[src/core/dac_i2c_regs.svh]
// field codes, reset values and timing counts for the dac i2c target
`ifndef DAC_I2C_REGS_SVH
`define DAC_I2C_REGS_SVH
// =====================================================================
// variant and clock
`define CORE_CLK_MHZ    20
`define EIGHT_CH_VAR    1'b0
`define LAST_CH         4'hf
`define CH_A3_BIT       3
// =====================================================================
// bus framing
`define TGT_ADDR_HI     5'h15
`define BYTE_BITS       4'h8
`define PTR_BURST       8'hff
// =====================================================================
// register select and special function codes
`define RSEL_SFR        2'h0
`define RSEL_GAIN       2'h1
`define RSEL_OFFS       2'h2
`define RSEL_DATA       2'h3
`define CMD_NULL        6'h00
`define CMD_CLR_CODE    6'h01
`define CMD_SOFT_CLR    6'h02
`define CMD_PWR_DOWN    6'h08
`define CMD_PWR_UP      6'h09
`define CMD_MONITOR     6'h0a
`define CMD_CTRL        6'h0c
`define CMD_SOFT_RST    6'h0f
// =====================================================================
// reset values and fields
`define GAIN_RST        14'h3fff
`define OFFS_RST        14'h0000
`define DATA_RST        14'h0000
`define CTRL_RST        14'h2000
`define CR_PD_HIZ_BIT   13
`define CR_MON_EN_BIT   10
`define MON_SEL_HI      13
`define MON_SEL_LO      8
`define MON_HIZ_SEL     6'h3f
// =====================================================================
// timing, microseconds and derived cycles
`define SOFT_CLR_US_16  20
`define SOFT_CLR_US_8   15
`define PWR_UP_US       8
`define SOFT_RST_US     135
`define CLR_CYC_16      (`SOFT_CLR_US_16 * `CORE_CLK_MHZ)
`define CLR_CYC_8       (`SOFT_CLR_US_8 * `CORE_CLK_MHZ)
`define PWR_UP_CYC      (`PWR_UP_US * `CORE_CLK_MHZ)
`define SOFT_RST_CYC    (`SOFT_RST_US * `CORE_CLK_MHZ)
`endif

[src/core/dac_i2c_pkg.sv]
// types shared by the dac i2c target
package dac_i2c_pkg;
    typedef enum logic [2:0]
    {
        ST_IDLE,
        ST_ADDR,
        ST_PTR,
        ST_DATA_HI,
        ST_DATA_LO,
        ST_IGNORE
    } i2c_state_t;
    typedef logic [13:0] word_t;
    typedef logic [15:0][13:0] bank_t;
endpackage

[src/core/dac_i2c_target.sv]
// write-only i2c target and special function decoder of a multichannel dac
`timescale 1ns/1ps
`default_nettype none
`include "dac_i2c_regs.svh"

// Overview of operation
// - address, pointer, two data bytes; acked
// - pointer low bits select channel
// - no stop: new pointer plus data updates
// - stop ends repeated or burst sequence
// - register select bits pick channel register
// - pointer ff starts burst at channel zero
// - burst increments channel, then repeated mode
// - toggle mode barred during burst
// - select bits zero decode special commands
// - null command changes nothing, busy low
// - clear-code command stores payload, resets zero
// - clear pin or soft clear loads codes
// - soft clear holds busy low its time
// - soft power-down keeps all register contents
// - powered down amps hiz or ground load
// - power-up completes within eight microseconds
// - power-down is hardware or software
// - soft reset restores defaults within limit
// - monitor select from payload, 63 hiz
// - monitor routes channels or external inputs
// - monitor routes only when enabled
// - target address five fixed, two straps
// - ack every taken byte on ninth
module dac_i2c_target
    import dac_i2c_pkg::*;
(
    input  wire logic       i_core_clk,
    input  wire logic       i_rst_n,
    input  wire logic       i_scl,
    input  wire logic       i_sda,
    input  wire logic       i_addr_strap_hi,
    input  wire logic       i_addr_strap_lo,
    input  wire logic       i_clear_n,
    input  wire logic       i_hw_pwr_down,
    output var  logic       o_sda_out,
    output var  logic       o_sda_oe_n,
    output var  bank_t      o_dac_code,
    output var  bank_t      o_gain,
    output var  bank_t      o_offset,
    output var  word_t      o_clear_code,
    output var  word_t      o_ctrl_reg,
    output var  logic       o_busy_n,
    output var  logic       o_pwr_down,
    output var  logic       o_amp_hiz,
    output var  logic       o_amp_gnd_load,
    output var  logic       o_amp_ready,
    output var  logic [5:0] o_mon_sel,
    output var  logic       o_mon_hiz,
    output var  logic       o_mon_route_en,
    output var  logic       o_toggle_allow
);
    localparam int PWRUP_BOUND = `PWR_UP_CYC + 3;

    // =================================================================
    // pin synchronisers and bus conditions
    logic [3:0] sync_s;
    logic       scl_s;
    logic       sda_s;
    logic       clr_s;
    logic       pd_s;
    logic       scl_d;
    logic       sda_d;
    logic       clr_d;
    logic       scl_rise;
    logic       scl_fall;
    logic       start_det;
    logic       stop_det;
    logic [1:0] strap_s;
    logic [1:0] strap_d;

    // reset levels match idle pins: power-down request idles low, so no false request
    line_sync #(.WIDTH(4)) u_sync (
        .i_core_clk (i_core_clk),
        .i_rst_n    (i_rst_n),
        .i_async    ({i_scl, i_sda, i_clear_n, i_hw_pwr_down}),
        .i_rst_val  (4'he),
        .o_sync     (sync_s)
    );
    line_sync #(.WIDTH(2)) u_strap (
        .i_core_clk (i_core_clk),
        .i_rst_n    (i_rst_n),
        .i_async    ({i_addr_strap_hi, i_addr_strap_lo}),
        .i_rst_val  (2'h3),
        .o_sync     (strap_s)
    );

    assign scl_s = sync_s[3];
    assign sda_s = sync_s[2];
    assign clr_s = sync_s[1];
    assign pd_s  = sync_s[0];

    always_ff @(posedge i_core_clk)
    begin
        if (!i_rst_n)
        begin
            scl_d   <= 1'b1;
            sda_d   <= 1'b1;
            clr_d   <= 1'b1;
            strap_d <= 2'h0;
        end
        else
        begin
            scl_d   <= scl_s;
            sda_d   <= sda_s;
            clr_d   <= clr_s;
            strap_d <= strap_s;
        end
    end

    assign scl_rise  = scl_s && !scl_d;
    assign scl_fall  = !scl_s && scl_d;
    assign start_det = scl_s && scl_d && sda_d && !sda_s;
    assign stop_det  = scl_s && scl_d && !sda_d && sda_s;

    // =================================================================
    // byte engine
    i2c_state_t state_r;
    logic [3:0] bit_cnt_r;
    logic       ack_phase_r;
    logic [7:0] shift_r;
    logic [7:0] ptr_r;
    logic [7:0] hi_r;
    logic       burst_r;
    logic       commit_r;
    logic [7:0] cmd_ptr_r;
    word_t      cmd_word_r;
    logic [1:0] cmd_rsel_r;
    logic       byte_done;

    assign byte_done = scl_fall && !ack_phase_r && bit_cnt_r == `BYTE_BITS;

    always_ff @(posedge i_core_clk)
    begin
        if (!i_rst_n)
        begin
            state_r     <= ST_IDLE;
            bit_cnt_r   <= 4'h0;
            ack_phase_r <= 1'b0;
            shift_r     <= 8'h00;
            ptr_r       <= 8'h00;
            hi_r        <= 8'h00;
            burst_r     <= 1'b0;
            commit_r    <= 1'b0;
            cmd_ptr_r   <= 8'h00;
            cmd_word_r  <= 14'h0000;
            cmd_rsel_r  <= 2'h0;
            o_sda_out   <= 1'b0;
            o_sda_oe_n  <= 1'b1;
        end
        else
        begin
            commit_r <= 1'b0;
            if (stop_det)
            begin
                // a half received word is simply dropped here
                state_r     <= ST_IDLE;
                burst_r     <= 1'b0;
                bit_cnt_r   <= 4'h0;
                ack_phase_r <= 1'b0;
                o_sda_oe_n  <= 1'b1;
            end
            else if (start_det)
            begin
                state_r     <= ST_ADDR;
                burst_r     <= 1'b0;
                bit_cnt_r   <= 4'h0;
                ack_phase_r <= 1'b0;
                o_sda_oe_n  <= 1'b1;
            end
            else if (scl_rise && !ack_phase_r && bit_cnt_r != `BYTE_BITS)
            begin
                shift_r   <= {shift_r[6:0], sda_s};
                bit_cnt_r <= bit_cnt_r + 4'h1;
            end
            else if (scl_fall && ack_phase_r)
            begin
                ack_phase_r <= 1'b0;
                bit_cnt_r   <= 4'h0;
                o_sda_oe_n  <= 1'b1;
            end
            else if (byte_done)
            begin
                ack_phase_r <= 1'b1;
                case (state_r)
                    ST_ADDR:
                    begin
                        if (shift_r == {`TGT_ADDR_HI, strap_d, 1'b0})
                        begin
                            state_r    <= ST_PTR;
                            o_sda_oe_n <= 1'b0;
                        end
                        else
                        begin
                            state_r <= ST_IGNORE;
                        end
                    end
                    ST_PTR:
                    begin
                        o_sda_oe_n <= 1'b0;
                        state_r    <= ST_DATA_HI;
                        if (shift_r == `PTR_BURST)
                        begin
                            burst_r <= 1'b1;
                            ptr_r   <= 8'h00;
                        end
                        else
                        begin
                            ptr_r <= shift_r;
                        end
                    end
                    ST_DATA_HI:
                    begin
                        o_sda_oe_n <= 1'b0;
                        hi_r       <= shift_r;
                        state_r    <= ST_DATA_LO;
                    end
                    ST_DATA_LO:
                    begin
                        o_sda_oe_n <= 1'b0;
                        commit_r   <= 1'b1;
                        cmd_ptr_r  <= ptr_r;
                        cmd_rsel_r <= hi_r[7:6];
                        cmd_word_r <= {hi_r[5:0], shift_r};
                        if (burst_r && ptr_r[3:0] != `LAST_CH)
                        begin
                            ptr_r   <= ptr_r + 8'h01;
                            state_r <= ST_DATA_HI;
                        end
                        else
                        begin
                            burst_r <= 1'b0;
                            state_r <= ST_PTR;
                        end
                    end
                    default:
                    begin
                        o_sda_oe_n <= 1'b1;
                    end
                endcase
            end
        end
    end

    // =================================================================
    // command decode
    function automatic logic is_cmd(input logic [1:0] rsel,
                                    input logic [7:0] ptr,
                                    input logic [5:0] code);
        is_cmd = rsel == `RSEL_SFR && ptr[5:0] == code;
    endfunction

    logic go_null;
    logic go_code;
    logic go_sclr;
    logic go_pd;
    logic go_pu;
    logic go_mon;
    logic go_ctrl;
    logic go_srst;
    logic go_chan;
    logic go_clear;
    logic [3:0] ch;

    assign ch       = cmd_ptr_r[3:0];
    assign go_null  = commit_r && is_cmd(cmd_rsel_r, cmd_ptr_r, `CMD_NULL);
    assign go_code  = commit_r && is_cmd(cmd_rsel_r, cmd_ptr_r, `CMD_CLR_CODE);
    assign go_sclr  = commit_r && is_cmd(cmd_rsel_r, cmd_ptr_r, `CMD_SOFT_CLR);
    assign go_pd    = commit_r && is_cmd(cmd_rsel_r, cmd_ptr_r, `CMD_PWR_DOWN);
    assign go_pu    = commit_r && is_cmd(cmd_rsel_r, cmd_ptr_r, `CMD_PWR_UP);
    assign go_mon   = commit_r && is_cmd(cmd_rsel_r, cmd_ptr_r, `CMD_MONITOR);
    assign go_ctrl  = commit_r && is_cmd(cmd_rsel_r, cmd_ptr_r, `CMD_CTRL);
    assign go_srst  = commit_r && is_cmd(cmd_rsel_r, cmd_ptr_r, `CMD_SOFT_RST);
    // the eight channel part refuses a pointer with the top select bit set
    assign go_chan  = commit_r && cmd_rsel_r != `RSEL_SFR &&
                      !(`EIGHT_CH_VAR && cmd_ptr_r[`CH_A3_BIT]);
    assign go_clear = go_sclr || (clr_d && !clr_s);

    // =================================================================
    // channel registers
    always_ff @(posedge i_core_clk)
    begin
        if (!i_rst_n || go_srst)
        begin
            o_dac_code   <= {16{`DATA_RST}};
            o_gain       <= {16{`GAIN_RST}};
            o_offset     <= {16{`OFFS_RST}};
            o_clear_code <= `DATA_RST;
        end
        else if (go_clear)
        begin
            o_dac_code <= {16{o_clear_code}};
        end
        else if (go_chan)
        begin
            case (cmd_rsel_r)
                `RSEL_GAIN: o_gain[ch]     <= cmd_word_r;
                `RSEL_OFFS: o_offset[ch]   <= cmd_word_r;
                default:    o_dac_code[ch] <= cmd_word_r;
            endcase
        end
        else if (go_code)
        begin
            o_clear_code <= cmd_word_r;
        end
    end

    // =================================================================
    // busy timer; clear, null and soft reset pull busy low
    logic [11:0] busy_cnt_r;

    always_ff @(posedge i_core_clk)
    begin
        if (!i_rst_n)
        begin
            busy_cnt_r <= 12'h000;
        end
        else if (go_srst)
        begin
            busy_cnt_r <= 12'(`SOFT_RST_CYC);
        end
        else if (go_clear)
        begin
            busy_cnt_r <= `EIGHT_CH_VAR ? 12'(`CLR_CYC_8) : 12'(`CLR_CYC_16);
        end
        else if (go_null && busy_cnt_r == 12'h000)
        begin
            busy_cnt_r <= 12'h001;
        end
        else if (busy_cnt_r != 12'h000)
        begin
            busy_cnt_r <= busy_cnt_r - 12'h001;
        end
    end

    always_ff @(posedge i_core_clk)
    begin
        if (!i_rst_n)
        begin
            o_busy_n <= 1'b1;
        end
        else
        begin
            o_busy_n <= busy_cnt_r == 12'h000;
        end
    end

    // =================================================================
    // special function state: power, control, monitor
    logic        sw_pd_r;
    logic [7:0]  pu_cnt_r;

    always_ff @(posedge i_core_clk)
    begin
        if (!i_rst_n || go_srst)
        begin
            sw_pd_r    <= 1'b0;
            o_ctrl_reg <= `CTRL_RST;
            o_mon_sel  <= `MON_HIZ_SEL;
        end
        else
        begin
            if (go_pd)
            begin
                sw_pd_r <= 1'b1;
            end
            else if (go_pu)
            begin
                sw_pd_r <= 1'b0;
            end
            if (go_ctrl)
            begin
                o_ctrl_reg <= cmd_word_r;
            end
            if (go_mon)
            begin
                o_mon_sel <= cmd_word_r[`MON_SEL_HI:`MON_SEL_LO];
            end
        end
    end

    always_ff @(posedge i_core_clk)
    begin
        if (!i_rst_n)
        begin
            o_pwr_down     <= 1'b0;
            o_amp_hiz      <= 1'b0;
            o_amp_gnd_load <= 1'b0;
            o_amp_ready    <= 1'b0;
            pu_cnt_r       <= 8'(`PWR_UP_CYC);
            o_mon_hiz      <= 1'b1;
            o_mon_route_en <= 1'b0;
            o_toggle_allow <= 1'b1;
        end
        else
        begin
            o_pwr_down     <= pd_s || sw_pd_r;
            o_amp_hiz      <= o_pwr_down && o_ctrl_reg[`CR_PD_HIZ_BIT];
            o_amp_gnd_load <= o_pwr_down && !o_ctrl_reg[`CR_PD_HIZ_BIT];
            // references settle for the full window after any power-down
            if (o_pwr_down)
            begin
                pu_cnt_r <= 8'(`PWR_UP_CYC);
            end
            else if (pu_cnt_r != 8'h00)
            begin
                pu_cnt_r <= pu_cnt_r - 8'h01;
            end
            o_amp_ready    <= !o_pwr_down && pu_cnt_r == 8'h00;
            o_mon_hiz      <= o_mon_sel == `MON_HIZ_SEL;
            o_mon_route_en <= o_ctrl_reg[`CR_MON_EN_BIT] &&
                              o_mon_sel != `MON_HIZ_SEL;
            o_toggle_allow <= !burst_r;
        end
    end
endmodule // dac_i2c_target
`default_nettype wire

[src/core/line_sync.sv]
// two flop synchroniser for pins from outside the core clock domain
`timescale 1ns/1ps
`default_nettype none
module line_sync #(
    parameter int WIDTH = 1
) (
    input  wire logic             i_core_clk,
    input  wire logic             i_rst_n,
    input  wire logic [WIDTH-1:0] i_async,
    input  wire logic [WIDTH-1:0] i_rst_val,
    output var  logic [WIDTH-1:0] o_sync
);
    logic [WIDTH-1:0] meta_r;

    // resets to the idle level of each pin so no false edge appears
    always_ff @(posedge i_core_clk)
    begin
        if (!i_rst_n)
        begin
            meta_r <= i_rst_val;
            o_sync <= i_rst_val;
        end
        else
        begin
            meta_r <= i_async;
            o_sync <= meta_r;
        end
    end
endmodule // line_sync
`default_nettype wire

[config.mk]
export PLATFORM = sky130hd
export DESIGN_NAME = dac_i2c_target
export DESIGN_NICKNAME = d
export VERILOG_FILES = /design/src/core/dac_i2c_pkg.sv /design/src/core/dac_i2c_target.sv /design/src/core/line_sync.sv
export VERILOG_INCLUDE_DIRS = /design/src /design/src/core
export SDC_FILE = /design/constraint.sdc
export NUM_CORES = 2
export LEC_CHECK = 0
export ABC_AREA = 0
export BUFFER_PORTS_ARGS = -buffer_cell sky130_fd_sc_hd__clkbuf_2
export CAP_MARGIN = 20
export CORE_AREA = 2 2 281 283
export CTS_CLUSTER_DIAMETER = 200
export DETAILED_ROUTE_END_ITERATION = 12
export DIE_AREA = 0 0 283 285
export PLACE_DENSITY_LB_ADDON = 0.3
export REMOVE_ABC_BUFFERS = 1
export SLEW_MARGIN = 20
export SYNTH_ARGS = -nofsm -noshare
export SYNTH_HDL_FRONTEND = slang
export SYNTH_HIERARCHICAL = 1
export SYNTH_SLANG_ARGS = --single-unit
[constraint.sdc]
create_clock -name i_core_clk -period 6.65 [get_ports i_core_clk]
set_input_delay 0.9975 -clock i_core_clk [delete_from_list [all_inputs] [get_ports i_core_clk]]
set_output_delay 0.9975 -clock i_core_clk [all_outputs]
set_load 0.01 [all_outputs]
# After elaboration in Yosys (flattened, before gate mapping)
# Index checks and enable logic that the tools add are counted.
[word_totals]
regBits = 809
output_inout_bits = 716
[classes]
bitwise_logic = 8
eq_ne = 27
order_cmp = 2
n_addsub = 4
muxes = 36
n_reduce_logical = 90
[ops]
columns = ["operator", "n"]
rows = [
  ["bitwise mux 224 bit", 3],
  ["two-way mux 224 bit", 3],
  ["demux 14 bit (select 4 bit)", 1],
  ["two-way mux 12 bit", 4],
  ["logical AND 1 bit", 37],
  ["equality test 6 x 4 -> 1 bit, second input constant", 5],
  ["AND reduction 6 bit", 3],
  ["two-way mux 8 bit", 2],
  ["case mux 8 bit (2 select lines)", 1],
  ["nonzero test 2 bit", 8],
  ["two-way mux 1 bit", 15],
  ["AND reduction 3 bit", 5],
  ["two-way mux 14 bit", 1],
  ["zero test 12 bit", 1],
  ["case mux 3 bit (4 select lines)", 1],
  ["nonzero test 12 bit", 1],
  ["subtractor 12 x 1 -> 12 bit, second input constant", 1],
  ["zero test 1 bit", 10],
  ["inequality test 2 bit, second input constant", 5],
  ["OR reduction 3 bit", 3],
  ["adder 8 x 1 -> 8 bit, second input constant", 1],
  ["equality test 8 bit", 1],
  ["equality test 8 bit, second input constant", 1],
  ["zero test 8 bit", 1],
  ["other kinds (34)", 53],
]

# Depth between registers and ports, before layout
[depth]
word_depth = 8
ltp_mapped = 10
ltp_nobuf = 6

# Modules after synthesis
# The synthesis kept the hierarchy.
[modules_own_cells]
columns = ["module", "seq_area_each_um2", "instances", "cells_each", "area_per_inst_um2"]
rows = [
  ["dac_i2c_target", 15915.3, 1, 3338, 29395.7],
  ["line_sync at u_sync", 160.2, 1, 17, 291.5],
  ["line_sync at u_strap", 80.1, 1, 8, 125.1],
]

# Least setup slack after synthesis
# Ideal clock, no wire load.
[synth_timing]
path_kind = "input to register"
from = "input i_rst_n"
to = "register busy_cnt_r[0]"
t_required_ns = 6.590
path_stages = 7
n_path_buf = 4
slack_ns = 4.149
t_arrival_ns = 2.440
setup_ns = 0.060
cell_sequence = "buf_2 > inv_1 > a21oi_1 > clkbuf_1 > clkbuf_1 > buf_1 > o2111a_1"
[synth_via]
elab_chain_cells = 2
[synth_rtl]
columns = ["element", "line_no", "source"]
rows = [
  ["from (decl)", "dac_i2c_target.sv:34", "input wire logic i_rst_n,"],
  ["inverter 1 bit (no source line)", "--", ""],
  ["OR reduction 3 bit (no source line)", "--", ""],
  ["to (signal assigned)", "dac_i2c_target.sv:325", "busy_cnt_r <= 12'(`SOFT_RST_CYC);"],
  ["to (signal assigned)", "dac_i2c_target.sv:329", "busy_cnt_r <= `EIGHT_CH_VAR ? 12'(`CLR_CYC_8) : 12'(`CLR_CYC_16);"],
  ["to (signal assigned)", "dac_i2c_target.sv:337", "busy_cnt_r <= busy_cnt_r - 12'h001;"],
  ["to (decl)", "dac_i2c_target.sv:315", "logic [11:0] busy_cnt_r;"],
]
# No other way between the ends.
# A chain may end at the register's enable or synchronous reset.

# Worst setup path after layout
[layout_timing]
from = "register cmd_rsel_r[1]"
to = "register o_gain[138] (netlist name)"
[layout_via]
elab_chain_cells = 6
[layout_rtl]
columns = ["element", "line_no", "source"]
rows = [
  ["from (decl)", "dac_i2c_target.sv:133", "logic [1:0] cmd_rsel_r;"],
  ["from (signal assigned)", "dac_i2c_target.sv:228", "cmd_rsel_r <= hi_r[7:6];"],
  ["zero test 2 bit (no source line)", "--", ""],
  ["logical AND 1 bit", "dac_i2c_target.sv:255", "is_cmd = rsel == `RSEL_SFR && ptr[5:0] == code;"],
  ["logical AND 1 bit", "dac_i2c_target.sv:273", "assign go_sclr = commit_r && is_cmd(cmd_rsel_r, cmd_ptr_r, `CMD_SOFT_CLR);"],
  ["logical OR 1 bit", "dac_i2c_target.sv:282", "assign go_clear = go_sclr || (clr_d && !clr_s);"],
  ["inverter 1 bit (no source line)", "--", ""],
  ["AND reduction 3 bit (no source line)", "--", ""],
  ["to (signal assigned)", "dac_i2c_target.sv:291", "o_gain <= {16{`GAIN_RST}};"],
  ["to (signal, indexed assignment)", "dac_i2c_target.sv:302", "`RSEL_GAIN: o_gain[ch] <= cmd_word_r;"],
  ["to (decl)", "dac_i2c_target.sv:44", "output var bank_t o_gain,"],
]
# Several ways; a longest one is shown, not always the timed one.

==> flow_metrics.py <==
metrics = {
    "synth": {
        "ys_seq_area_frac": 0.542,
        "synth_flop_cell": "dfxtp_1",
        "synth_edf_count": 0,
        "ys.warnings.count": 6,
        "ys_types": 79,
        "syn_area_sq_um": 29800,
        "ys_ff_latch": 807,
        "ys_async_sr_fraction": 0,
        "netlist_instances": 3363,
        "syn_avg_cell_area_sq_um": 8.86,
    },
    "sta": {
        "setup_violations": 0,
        "rsz0062_at_grt": "no",
        "min_period_over_period": 0.619,
        "fmax_mhz": 243,
        "relSlewSlack": 0.219,
        "fin_crit_ns": 4.12,
        "finalHoldViolations": 0,
        "final_max_slew_viol_count": 0,
        "fin_skew_ns": 0.0392,
        "tightest_slew_ns": 1.17,
    },
    "cts": {
        "root_buffer": "clkbuf_16",
        "cts_tree": "done",
        "htree_levels": 3,
        "clock_sinks": 807,
        "clk_latency_ns": 0.66,
        "clkSlewWorstSetupHoldPaths_ns": 0.06,
        "cts_buffers": 87,
        "ctsLongestPathBuffers": 3,
        "postCtsSetupRepairBufs": 0,
        "post_cts_resized": 0,
        "cts_hold_buf": 0,
    },
    "pwr": {
        "powerDensity_nw_per_um2": 294,
        "peakVddDrop_mv": 0.204,
        "p_leak_nw": 14.1,
    },
    "cells_and_area": {
        "drive_gt1_frac": 0.267,
        "final_nets": 3958,
        "fin_area_sq_um": 37100,
        "final_common_cell": "dfxtp_1",
        "fillers": 7517,
        "instances_no_fill": 5052,
        "area_growth_pct": 24.4,
        "final_cell_mix": "dfxtp_1, clkbuf_2, nand2_1, a21oi_1, nand3_1",
        "top_regs": "o_dac_code: 224 flops, o_gain: 224 flops, o_offset: 224 flops",
    },
    "floorplan": {
        "pin_count": 724,
        "die_x_microns": 283,
        "initial_core_util": 0.382,
        "chipHeight_microns": 285,
        "coreArea_sq_um": 78000,
        "die-area_sq_um": 80700,
        "num_rows": 103,
    },
    "placed_design": {
        "detailed_place_hpwl_microns": 76600,
        "place_inst": 4901,
        "io_buffer_count": 722,
        "placedInstanceArea_sq_um": 34100,
        "finalWeightedCongestion": 0.867,
    },
    "hold_path": {
        "min_path_type": "flip-flop to flip-flop",
        "hp-start": "u_strap/o_sync[0]",
    },
    "worst_setup_path": {
        "critical_path_arrival_ns": 4.70,
        "critPathMaxFanout": 85,
        "startpoint": "cmd_rsel_r[1]",
        "crit_type": "flip-flop to flip-flop",
        "worstSetupStartpointType": "flip-flop",
        "worst-endpoint-required_ns": 7.23,
        "end_kind": "flip-flop",
        "rr_startpoint": "cmd_rsel_r[1]",
    },
    "grt": {
        "grt_usage": 0.277,
        "antenna_found_initial": 0,
        "grt_pass1_wl_microns": 170000,
        "gr-total-overflow": 0,
        "grt_max_degree": 220,
        "grt_pass1_vias": 25100,
    },
    "routing": {
        "first_pass_iters": 5,
        "drc": 0,
        "drtIter0Drc": 2806,
        "vias_per_cell": 5.51,
        "vias": 27800,
        "ant_nets": 0,
        "wirelength_microns": 117000,
        "wl_per_cell_microns": 23.2,
    },
    "status": {
        "status": "completed",
    },
    "run": {
        "maxCapViolations": 0,
    },
}
[kinds of logic after synthesis]
| logic type | Yosys count | share of synthesized area |
|---|---|---|
| AND/OR/NAND/NOR | 1278 | 0.200 |
| AO/OA/AOI/OAI | 883 | 0.186 |
| flip-flops | 807 | 0.542 |
| buffers and inverters | 344 | 0.0528 |
| multiplexers | 28 | 0.0112 |
| XOR/XNOR | 12 | 0.00353 |
| adder cells (fa/ha/maj) | 9 | 0.00378 |
| other | 2 | 0.000252 |
[layout make-up]
| cell class | count | area [sq um] | share of cell area |
|---|---|---|---|
| clock inverters | 24 | 393 | 0.0106 |
| clock buffers | 125 | 2580 | 0.0697 |
| well taps | 1050 | 1310 | 0.0354 |
| diodes | 1 | 2.50 | 0.0000675 |
| inverters | 19 | 71.3 | 0.00192 |
| repair buffers | 803 | 4250 | 0.115 |
| multi-input cells | 2223 | 12300 | 0.332 |
| flip-flops and latches | 807 | 16200 | 0.436 |
[cells in the mapped netlist (13+ instances only)]
master     count  area (sq um)
a31oi_1      213          1330
o21ai_0      230          1150
a21oi_1      306          1530
clkbuf_1     178           668
nor2_1        68           255
dfxtp_1      807         16200
buf_4         19           143
a22oi_1       16           120
o21ai_1       17          85.1
buf_2         96           480
inv_1         19          71.3
buf_1         13          48.8
a211oi_1      13          97.6
nand2_1      595          2230
nand3_1      292          1460
mux2i_1       13           130
a21oi_2       18           158
a2111oi_4     15           413
nor3_1       218          1090
[through the flow]
stage | worst slack, ns | utilization | setup TNS (ns) | hold slack [ns] | power [mW]
2_1_floorplan | -17.80 | - | -8448.68 | 0.404 | 5.65
3_3_place_gp | 2.64 | 0.437 | 0 | 0.426 | 5.93
3_5_place_dp | 2.56 | 0.437 | 0 | 0.425 | 5.95
4_1_cts | 2.56 | 0.475 | 0 | 0.439 | 10.9
5_1_grt | 2.23 | 0.475 | 0 | 0.459 | 11.2
6_report | 2.53 | 0.475 | 0 | 0.438 | 10.9
[metal layers]
metal | vias to the layer above | GRT usage | share of wire
met3 | 269 | 0.0664 | 0.089
li1 | 13000 | - | -
met4 | 0 | 0.113 | 0.043
met5 | - | 0 | 0
met2 | 1299 | 0.443 | 0.46
met1 | 13300 | 0.359 | 0.41
[worst max-delay path, stage by stage (launching register included)]
cell       delay [ns]
dfxtp_1          0.32
inv_1            0.08
ha_1             0.30
nand4bb_4        0.66
o21ai_4          0.93
buf_4            0.80
buf_4            0.58
nor3_1           0.10
a21oi_1          0.15
[where the power goes]
part	internal, mW	switching [mW]
combinational	0.261	0.509
sequential	4.98	0.103
clock	2.95	2.08
[worst paths after layout]
kind         slack [ns]           to  cells after the start
min                0.44   strap_d[0]                      1
max reg2reg        2.53  o_gain[138]                      8
max                2.53  o_gain[138]                      8
min reg2reg        0.44   strap_d[0]                      1
No activity file was read; power rests on OpenSTA's default activity.
